==> src/logic/dbd_pkg.sv <==
// package for the decrement-and-branch decode block
// assumes a core instruction clock and 14-bit instruction words
`default_nettype none
package dbd_pkg;
    localparam int IW_W = 14;
    localparam int DW   = 8;
    localparam int PCW  = 13;
    localparam int FAW  = 7;
    localparam logic [5:0]  OP_DEC_FILE  = 6'h03;
    localparam logic [5:0]  OP_DEC_SKIP  = 6'h0b;
    localparam logic [2:0]  OP_JUMP      = 3'h5;
    localparam int          DEST_BIT     = 7;
    localparam int          JUMP_LIT_W   = 11;
    localparam int          LATCH_LO_BIT = 3;
    localparam logic [7:0]  ONE_8        = 8'h01;
    localparam logic [7:0]  ZERO_8       = 8'h00;
    localparam logic [12:0] PC_RESET     = 13'h0000;
    localparam logic [1:0]  FLUSH_CYCLES = 2'h1;

    typedef struct packed {
        logic           wr_acc;
        logic           wr_file;
        logic [FAW-1:0] file_addr;
        logic [DW-1:0]  data;
    } dbd_wb_t;

    typedef struct packed {
        logic z_we;
        logic z_val;
    } dbd_flag_t;

    typedef enum logic [1:0] {
        ST_RUN   = 2'b00,
        ST_FLUSH = 2'b01
    } dbd_state_t;
endpackage
`default_nettype wire

==> src/logic/dbd_decode.sv <==
// decode and execute of decrement-file, decrement-skip-if-zero, unconditional jump
// assumes register file reads combinationally and fetch follows pc and flush
// Function
// - decode decrement-file, subtract one from file
// - destination bit picks accumulator or file
// - decrement-file sets zero flag on zero
// - skip variant decrements, routes result, no flags
// - zero result flushes prefetched word, two cycles
// - decode jump with eleven-bit literal, no flags
// - pc low from literal, high from latch
// - jump takes two cycles, refill stage
`default_nettype none
module dbd_decode
    import dbd_pkg::*;
(
    input  wire logic            clock,
    input  wire logic            rstn,
    input  wire logic            instr_valid,
    input  wire logic [IW_W-1:0] instr,
    input  wire logic [DW-1:0]   file_rdata,
    input  wire logic [DW-1:0]   pc_high_latch,
    input  wire logic [PCW-1:0]  pc_in,
    output logic [FAW-1:0]       file_raddr,
    output dbd_wb_t              wb_q,
    output dbd_flag_t            zflag_q,
    output logic                 pc_load_q,
    output logic [PCW-1:0]       pc_q,
    output logic                 flush,
    output logic                 busy
);
    dbd_state_t     state_q, state_d;
    dbd_wb_t        wb_d;
    dbd_flag_t      zflag_d;
    logic           pc_load_d;
    logic [PCW-1:0] pc_d;
    logic           is_dec, is_skip, is_jump;
    logic [DW-1:0]  dec_res;

    assign file_raddr = instr[FAW-1:0];

    always_comb begin
        is_dec  = instr_valid && (state_q == ST_RUN) && (instr[13:8] == OP_DEC_FILE);
        is_skip = instr_valid && (state_q == ST_RUN) && (instr[13:8] == OP_DEC_SKIP);
        // jump opcode, literal in low bits
        is_jump = instr_valid && (state_q == ST_RUN) && (instr[13:11] == OP_JUMP);
        dec_res = file_rdata - ONE_8;
    end

    always_comb begin
        wb_d      = '0;
        zflag_d   = '0;
        pc_load_d = 1'b0;
        pc_d      = pc_q;
        state_d   = state_q;
        flush     = 1'b0;
        case (state_q)
            ST_RUN: begin
                if (is_dec || is_skip) begin
                    wb_d.file_addr = instr[FAW-1:0];
                    wb_d.data      = dec_res;
                    wb_d.wr_file   = instr[DEST_BIT];
                    wb_d.wr_acc    = ~instr[DEST_BIT];
                end
                if (is_dec) begin
                    zflag_d.z_we  = 1'b1;
                    zflag_d.z_val = (dec_res == ZERO_8);
                end
                if (is_skip && (dec_res == ZERO_8)) begin
                    flush   = 1'b1;
                    state_d = ST_FLUSH;
                end
                if (is_jump) begin
                    pc_load_d = 1'b1;
                    pc_d      = {pc_high_latch[LATCH_LO_BIT+1:LATCH_LO_BIT], instr[JUMP_LIT_W-1:0]};
                    flush     = 1'b1;
                    state_d   = ST_FLUSH;
                end
                if (!is_jump) begin
                    pc_d = pc_in;
                end
            end
            ST_FLUSH: begin
                // executes as a no-operation
                state_d = ST_RUN;
                pc_d    = pc_in;
            end
            default: begin
                state_d = ST_RUN;
            end
        endcase
        busy = (state_q == ST_FLUSH);
    end

    always_ff @(posedge clock or negedge rstn) begin
        if (!rstn) begin
            state_q   <= ST_RUN;
            wb_q      <= '0;
            zflag_q   <= '0;
            pc_load_q <= 1'b0;
            pc_q      <= PC_RESET;
        end else begin
            state_q   <= state_d;
            wb_q      <= wb_d;
            zflag_q   <= zflag_d;
            pc_load_q <= pc_load_d;
            pc_q      <= pc_d;
        end
    end
endmodule
`default_nettype wire

==> config.mk <==
export PLATFORM = sky130hd
export DESIGN_NAME = dbd_decode
export DESIGN_NICKNAME = d
export VERILOG_FILES = /design/src/logic/dbd_pkg.sv /design/src/logic/dbd_decode.sv
export SDC_FILE = /design/constraint.sdc
export NUM_CORES = 1
export LEC_CHECK = 0
export BUFFER_PORTS_ARGS = -buffer_cell sky130_fd_sc_hd__clkbuf_2
export CAP_MARGIN = 20
export CORE_ASPECT_RATIO = 0.75
export CORE_UTILIZATION = 46
export CTS_BUF_LIST = sky130_fd_sc_hd__clkbuf_8
export CTS_CLUSTER_SIZE = 10
export DETAILED_ROUTE_END_ITERATION = 12
export GPL_ROUTABILITY_DRIVEN = 1
export PLACE_DENSITY_LB_ADDON = 0.1
export SYNTH_ARGS = -nofsm -noshare
export SYNTH_HDL_FRONTEND = slang
export SYNTH_SLANG_ARGS = --single-unit
==> constraint.sdc <==
create_clock -name clock -period 2.79 [get_ports clock]
set_input_delay 0.1395 -clock clock [delete_from_list [all_inputs] [get_ports clock]]
set_output_delay 0.1395 -clock clock [all_outputs]
set_load 0.02 [all_outputs]
==> results of run 1 <==
[cells by family after synthesis]
family / synth area share [%]
AOI/OAI and AO/OA: 0.642
adders and majority gates: 1.83
xor gates and xnor gates: 3.85
muxes: 10.7
DFF: 62.3
and+or+nand+nor: 14.9
buffers and inverters: 5.68
[layout make-up]
cell class | instances | area (um^2) | share of cell area, %
well taps | 36 | 45.0 | 2.35
clock buffers | 6 | 82.6 | 4.31
inverters | 3 | 11.3 | 0.587
multi-input cells | 60 | 437 | 22.8
clock inverters | 2 | 60.1 | 3.13
flip-flops and latches | 34 | 851 | 44.4
repair buffers | 84 | 430 | 22.5
[flip-flops by register name (all words and copies together) (netlist names)]
signal / flops
wb_q: 17
pc_load_q: 1
zflag_q: 2
state_q: 1
pc_q: 13
[per-stage QoR]
step / setup slack, ps / cell area, um^2 / utilization [%] / std cells
after floorplan: 1300 / 1370 / - / 107
after global placement: 1060 / 1760 / 65.3 / 216
after detailed placement: 985 / 1760 / 65.3 / 216
after CTS: 943 / 1920 / 70.9 / 225
after global routing: 835 / 1920 / 70.9 / 225
final: 1020 / 1920 / 70.9 / 225
[cells in the mapped netlist]
cell type / instances / share of area (%)
buf_4: 7 / 3.8
nand2_1: 4 / 1.1
dfrtp_1: 34 / 62
ha_1: 2 / 1.8
nor3_1: 3 / 1.1
and3_1: 9 / 4.1
xor2_1: 2 / 1.3
inv_1: 3 / 0.82
nor3b_1: 1 / 0.55
nor4_4: 1 / 1.6
mux2_2: 13 / 11
nand3_1: 3 / 1.1
nor2_1: 15 / 4.1
or4_4: 1 / 0.82
clkbuf_1: 1 / 0.27
a41oi_1: 1 / 0.64
nor2_2: 1 / 0.46
buf_2: 2 / 0.73
xnor2_1: 4 / 2.6
[per-layer routing]
| layer | vias to the layer above | routed length [um] | global-route usage (%) |
|---|---|---|---|
| li1 | 511 | - | - |
| met1 | 480 | 1060 | 23.1 |
| met2 | 56 | 1320 | 32.1 |
| met3 | 5 | 284 | 7.94 |
| met4 | 0 | 36 | 8.89 |
| met5 | - | 0 | 0 |
[what timing repair did]
| item | CTS | global route |
|---|---|---|
| setup buffers | 0 | 0 |
| hold buffers | 1 | 0 |
| hold endpoints to repair | 34 | 0 |
[report_power, final]
part,leakage [nW],internal [W],switching [W]
sequential,0.444,0.000507,0.00000397
clock,0.0714,0.000381,0.000170
combinational,0.564,0.0000534,0.0000744
[worst paths after layout]
check / startpoint / to / slack, ps / depth (start not counted)
max: state_q[0] / pc_q[8] / 1020 / 3
min: instr[7] / wb_q[16] / 40 / 2
min in group asynchronous: rstn / pc_q[6] / 470 / 2
max reg2reg: state_q[0] / pc_q[8] / 1020 / 3
min reg2reg: state_q[0] / state_q[0] / 750 / 4
max in group asynchronous: rstn / wb_q[1] / 1820 / 2
==> key figures, run 1 <==
Global route
  • GRT Total Usage: 19.8%
  • Largest net degree at the start of global routing: 35
  • First-pass GRT wire length: 4560 um
  • Vias in the first global route: 1074
  • Initial antenna violation count: 0
  • GR Overflow Total: 0

Place
  • Final RePlAce weighted congestion: 0.830
  • PortBufs: 81
  • DP HPWL: 2090 um

Logic synthesis
  • Yosys warns: 0
  • Cell count after synthesis: 107
  • FF+latch count, synth: 34
  • Syn_area_per_cell: 12.8 um^2
  • Cell Area, Synth: 0.00137 mm^2
  • Syn Nets: 155
  • Seq/Total Area, Yosys: 62.3%
  • Count of cell types in the netlist: 19

Clock tree
  • Root Buffer Master: clkbuf_8
  • Clock Sinks: 34
  • TritonCTS clock tree: yes
  • H-tree depth: 2
  • CTS Buf Count: 5
  • Post-CTS Resized: 0
  • Reg clk slew, reported paths: 70 ps
  • CTS Buffer Depth: 2
  • Worst skew pair latency: 280 ps

Layout
  • Nets: 236
  • Syn-to-layout area delta: 40.4%
  • Diode count: 0
  • Layout cells sized above 1: 56.6%
  • Commonest non-fill, non-tap cells in the layout: clkbuf_2, dfrtp_1, nor2_1
  • Filler cell count: 203
  • Commonest non-fill, non-tap cell in the layout: clkbuf_2

Worst setup path
  • Critical path's slowest cell: nand3_1
  • Crit Path Category: reg -> reg
  • Critical Path End Type: flop
  • Critical Path RT: 2960 ps
  • CP Max Fanout: 14
  • Arr. time, crit path: 1930 ps
  • CP peak stage delay: 520 ps
  • Crit start category: flop
  • Cell class contributing the biggest share of worst-path delay: simple AND/OR/NAND/NOR gates
  • CP Cell Sequence: nor3b_1, nand3_1, mux2_2
  • Buf/Inv on CP: 0

Timing
  • Fmax: 566 MHz
  • Fin. Hold Viols: 0
  • Hold slack final: 35.3 ps
  • Slew @ Worst Pin: 787 ps
  • Setup TNS: 0 ps
  • Final Max Slew Viols: 0
  • Tmin final: 1770 ps
  • RSZ-0062 raised after global routing: false
  • Max_slew headroom: 47.5%
  • Tcrit/Tclk final: 63.3%
  • Setup violators final: 0
  • Clock Skews: 1.71 ps

Floorplan
  • Die Y: 49.2 um
  • Starting density of the core: 50.5%
  • Row cnt: 16
  • I/O Pins: 88
  • Die footprint: 0.00319 mm^2
  • Core area: 0.00270 mm^2
  • Die width: 64.9 um

Power and ir drop
  • Max rail drop VDD: 445 uV
  • PnR Total Power: 0.00119 W
  • Pleak: 1.08 nW
  • Pwr per Cell Area: 620 mW/mm^2

Routing
  • DR WL/cell: 12.0 um
  • Final wirelength: 2700 um
  • DRT antenna net count: 0
  • Drt drc: 0
  • DRT iter0 DRCs: 11
  • Drt pass-1 iters: 4
  • Vias: 1052
  • Via density: 4.68

Status
  • Status: complete, no violations

Job
  • Max-cap violation count: 0

Min path
  • HP Class: in -> reg
Note: power is estimated with default switching activity, not from simulation.
==> inputs of run 2 (changes only) <==
- CORE_UTILIZATION: 46 -> 43
- clock period: 2.79 -> 1.8 ns (I/O delays scaled with it)
==> run 2 against run 1 <==
Total power rose by 27%. Clock skew up 0.63 ps. Count of clock-buffer cells in the layout shrank 1. Setup slack worse by 850 ps. Die area is 6.7% higher. Sequential power grew 55%. Critical path type is now reg -> out. Largest cell class unchanged.
==> key figures, run 2 (same netlist as run 1, synthesis figures left out) <==
Routing
  • Drt pass-1 iters: 4
  • Via density: 4.63
  • DRT iter0 DRCs: 38
  • Final wirelength: 2830 um
  • Vias: 1064
  • DRT antenna net count: 0
  • DR WL/cell: 12.3 um
  • Drt drc: 0

Layout
  • Commonest non-fill, non-tap cells in the layout: clkbuf_2, dfrtp_1, nor2_1
  • Filler cell count: 272
  • Diode count: 0
  • Syn-to-layout area delta: 38.6%
  • Largest regs: wb_q: 17 flops, pc_q: 13 flops, zflag_q: 2 flops
  • Register Area: 851 um^2
  • Reg with most FFs: wb_q
  • Multi-input gate area: 437 um^2
  • Max reg flops: 17
  • Layout cells sized above 1: 55.7%
  • Commonest non-fill, non-tap cell in the layout: clkbuf_2
  • Nets: 240
  • Post-route cell area: 0.00189 mm^2

Place
  • Placed cell areas: 0.00178 mm^2
  • Final RePlAce weighted congestion: 0.734
  • PortBufs: 81
  • DP HPWL: 2260 um

Clock tree
  • H-tree depth: 2
  • Reg clk slew, reported paths: 60 ps
  • CTS Buffer Depth: 2
  • Hold Buf Count CTS: 3
  • Root Buffer Master: clkbuf_8
  • Clock Sinks: 34
  • CTS Buf Count: 5
  • TritonCTS clock tree: yes
  • Post-CTS Resized: 0
  • Post-CTS setup buffer count: 0
  • Worst skew pair latency: 280 ps

Worst setup path
  • CP Cell Sequence: nor3b_1, buf_4, nand2_1, nor2_1, clkbuf_2
  • Crit start category: flop
  • Critical path's slowest cell: dfrtp_1
  • Cell class contributing the biggest share of worst-path delay: simple AND/OR/NAND/NOR gates
  • R2r startpoint: state_q[0]
  • Flop2flop setup slack: 330 ps
  • CP Max Fanout: 3
  • CP peak stage delay: 380 ps
  • Arr. time, crit path: 1540 ps
  • Critical Path RT: 1710 ps
  • Critical Path End Type: primary output
  • Buf/Inv on CP: 2
  • R2R cell count: 4
  • Crit Path Category: reg -> out
  • Reg2reg end: zflag_q[0]

Timing
  • Setup violators final: 0
  • Clock Skews: 2.34 ps
  • Final Max Slew Viols: 0
  • Hold slack final: 36.6 ps
  • Max_slew headroom: 47.9%
  • Tcrit/Tclk final: 90.5%
  • Fmax: 614 MHz
  • Fin. Hold Viols: 0
  • Tmin final: 1630 ps
  • Slew @ Worst Pin: 782 ps
  • Setup TNS: 0 ps
  • RSZ-0062 raised after global routing: false

Min path
  • Hold_sp: pc_in[4]
  • WHS Endpoint: pc_q[4]
  • Worst hold path stage count: 2
  • HP Class: in -> reg

Floorplan
  • Core area: 0.00298 mm^2
  • Die Y: 50.8 um
  • I/O Pins: 88
  • Die footprint: 0.00341 mm^2
  • Die width: 67.1 um
  • Row cnt: 17
  • Starting density of the core: 45.8%

Status
  • Status: complete, no violations

Global route
  • Initial antenna violation count: 0
  • GR Overflow Total: 0
  • Largest net degree at the start of global routing: 35
  • First-pass GRT wire length: 4550 um
  • GRT Total Usage: 19.4%
  • Vias in the first global route: 1068

Job
  • Max-cap violation count: 0

Power and ir drop
  • Pwr per Cell Area: 798 mW/mm^2
  • Max rail drop VDD: 500 uV
  • Pleak: 1.07 nW
## run 2: area by class of cell
type                    count  share of cell area (%)
flip-flops and latches     34                    45.0
repair buffers             88                    24.6
multi-input cells          60                    23.1
clock buffers               5                    3.64
well taps                  38                    2.51
clock inverters             2                   0.595
inverters                   3                   0.595
## run 2: worst max-delay path by stage
stage / endpoint / cells past startpoint / start / slack (ps)
finish: flush / 5 / state_q[0] / 170
global route: flush / 5 / state_q[0] / 60
CTS: flush / 5 / state_q[0] / 140
detailed placement: zflag_q[0] / 4 / state_q[0] / 300
global placement: zflag_q[0] / 4 / state_q[0] / 370
floorplan: pc_q[10] / 4 / state_q[0] / 310
## run 2: metal layers
| metal | global-route usage (%) | wire, um | up-vias |
|---|---|---|---|
| met5 | 0 | 0 | - |
| met4 | 9.57 | 53 | 0 |
| met3 | 7.73 | 280 | 7 |
| met2 | 31.0 | 1300 | 50 |
| met1 | 22.4 | 1200 | 486 |
| li1 | - | - | 521 |
## run 2: metrics by stage
stage,util (%),cells,worst slack [ps],power [W]
5_1_grt,63.5,230,63.8,0.00158
4_1_cts,63.5,230,141,0.00153
2_1_floorplan,-,107,310,0.000908
6_report,63.5,230,170,0.00151
3_3_place_gp,59.8,220,372,0.00100
3_5_place_dp,59.8,220,302,0.00101
## run 2: power by group
part / switching (W) / total, W / internal (W)
sequential: 0.00000568 / 0.000792 / 0.000786
combinational: 0.000117 / 0.000205 / 0.0000878
clock: 0.000254 / 0.000513 / 0.000259
total: 0.000378 / 0.00151 / 0.00113
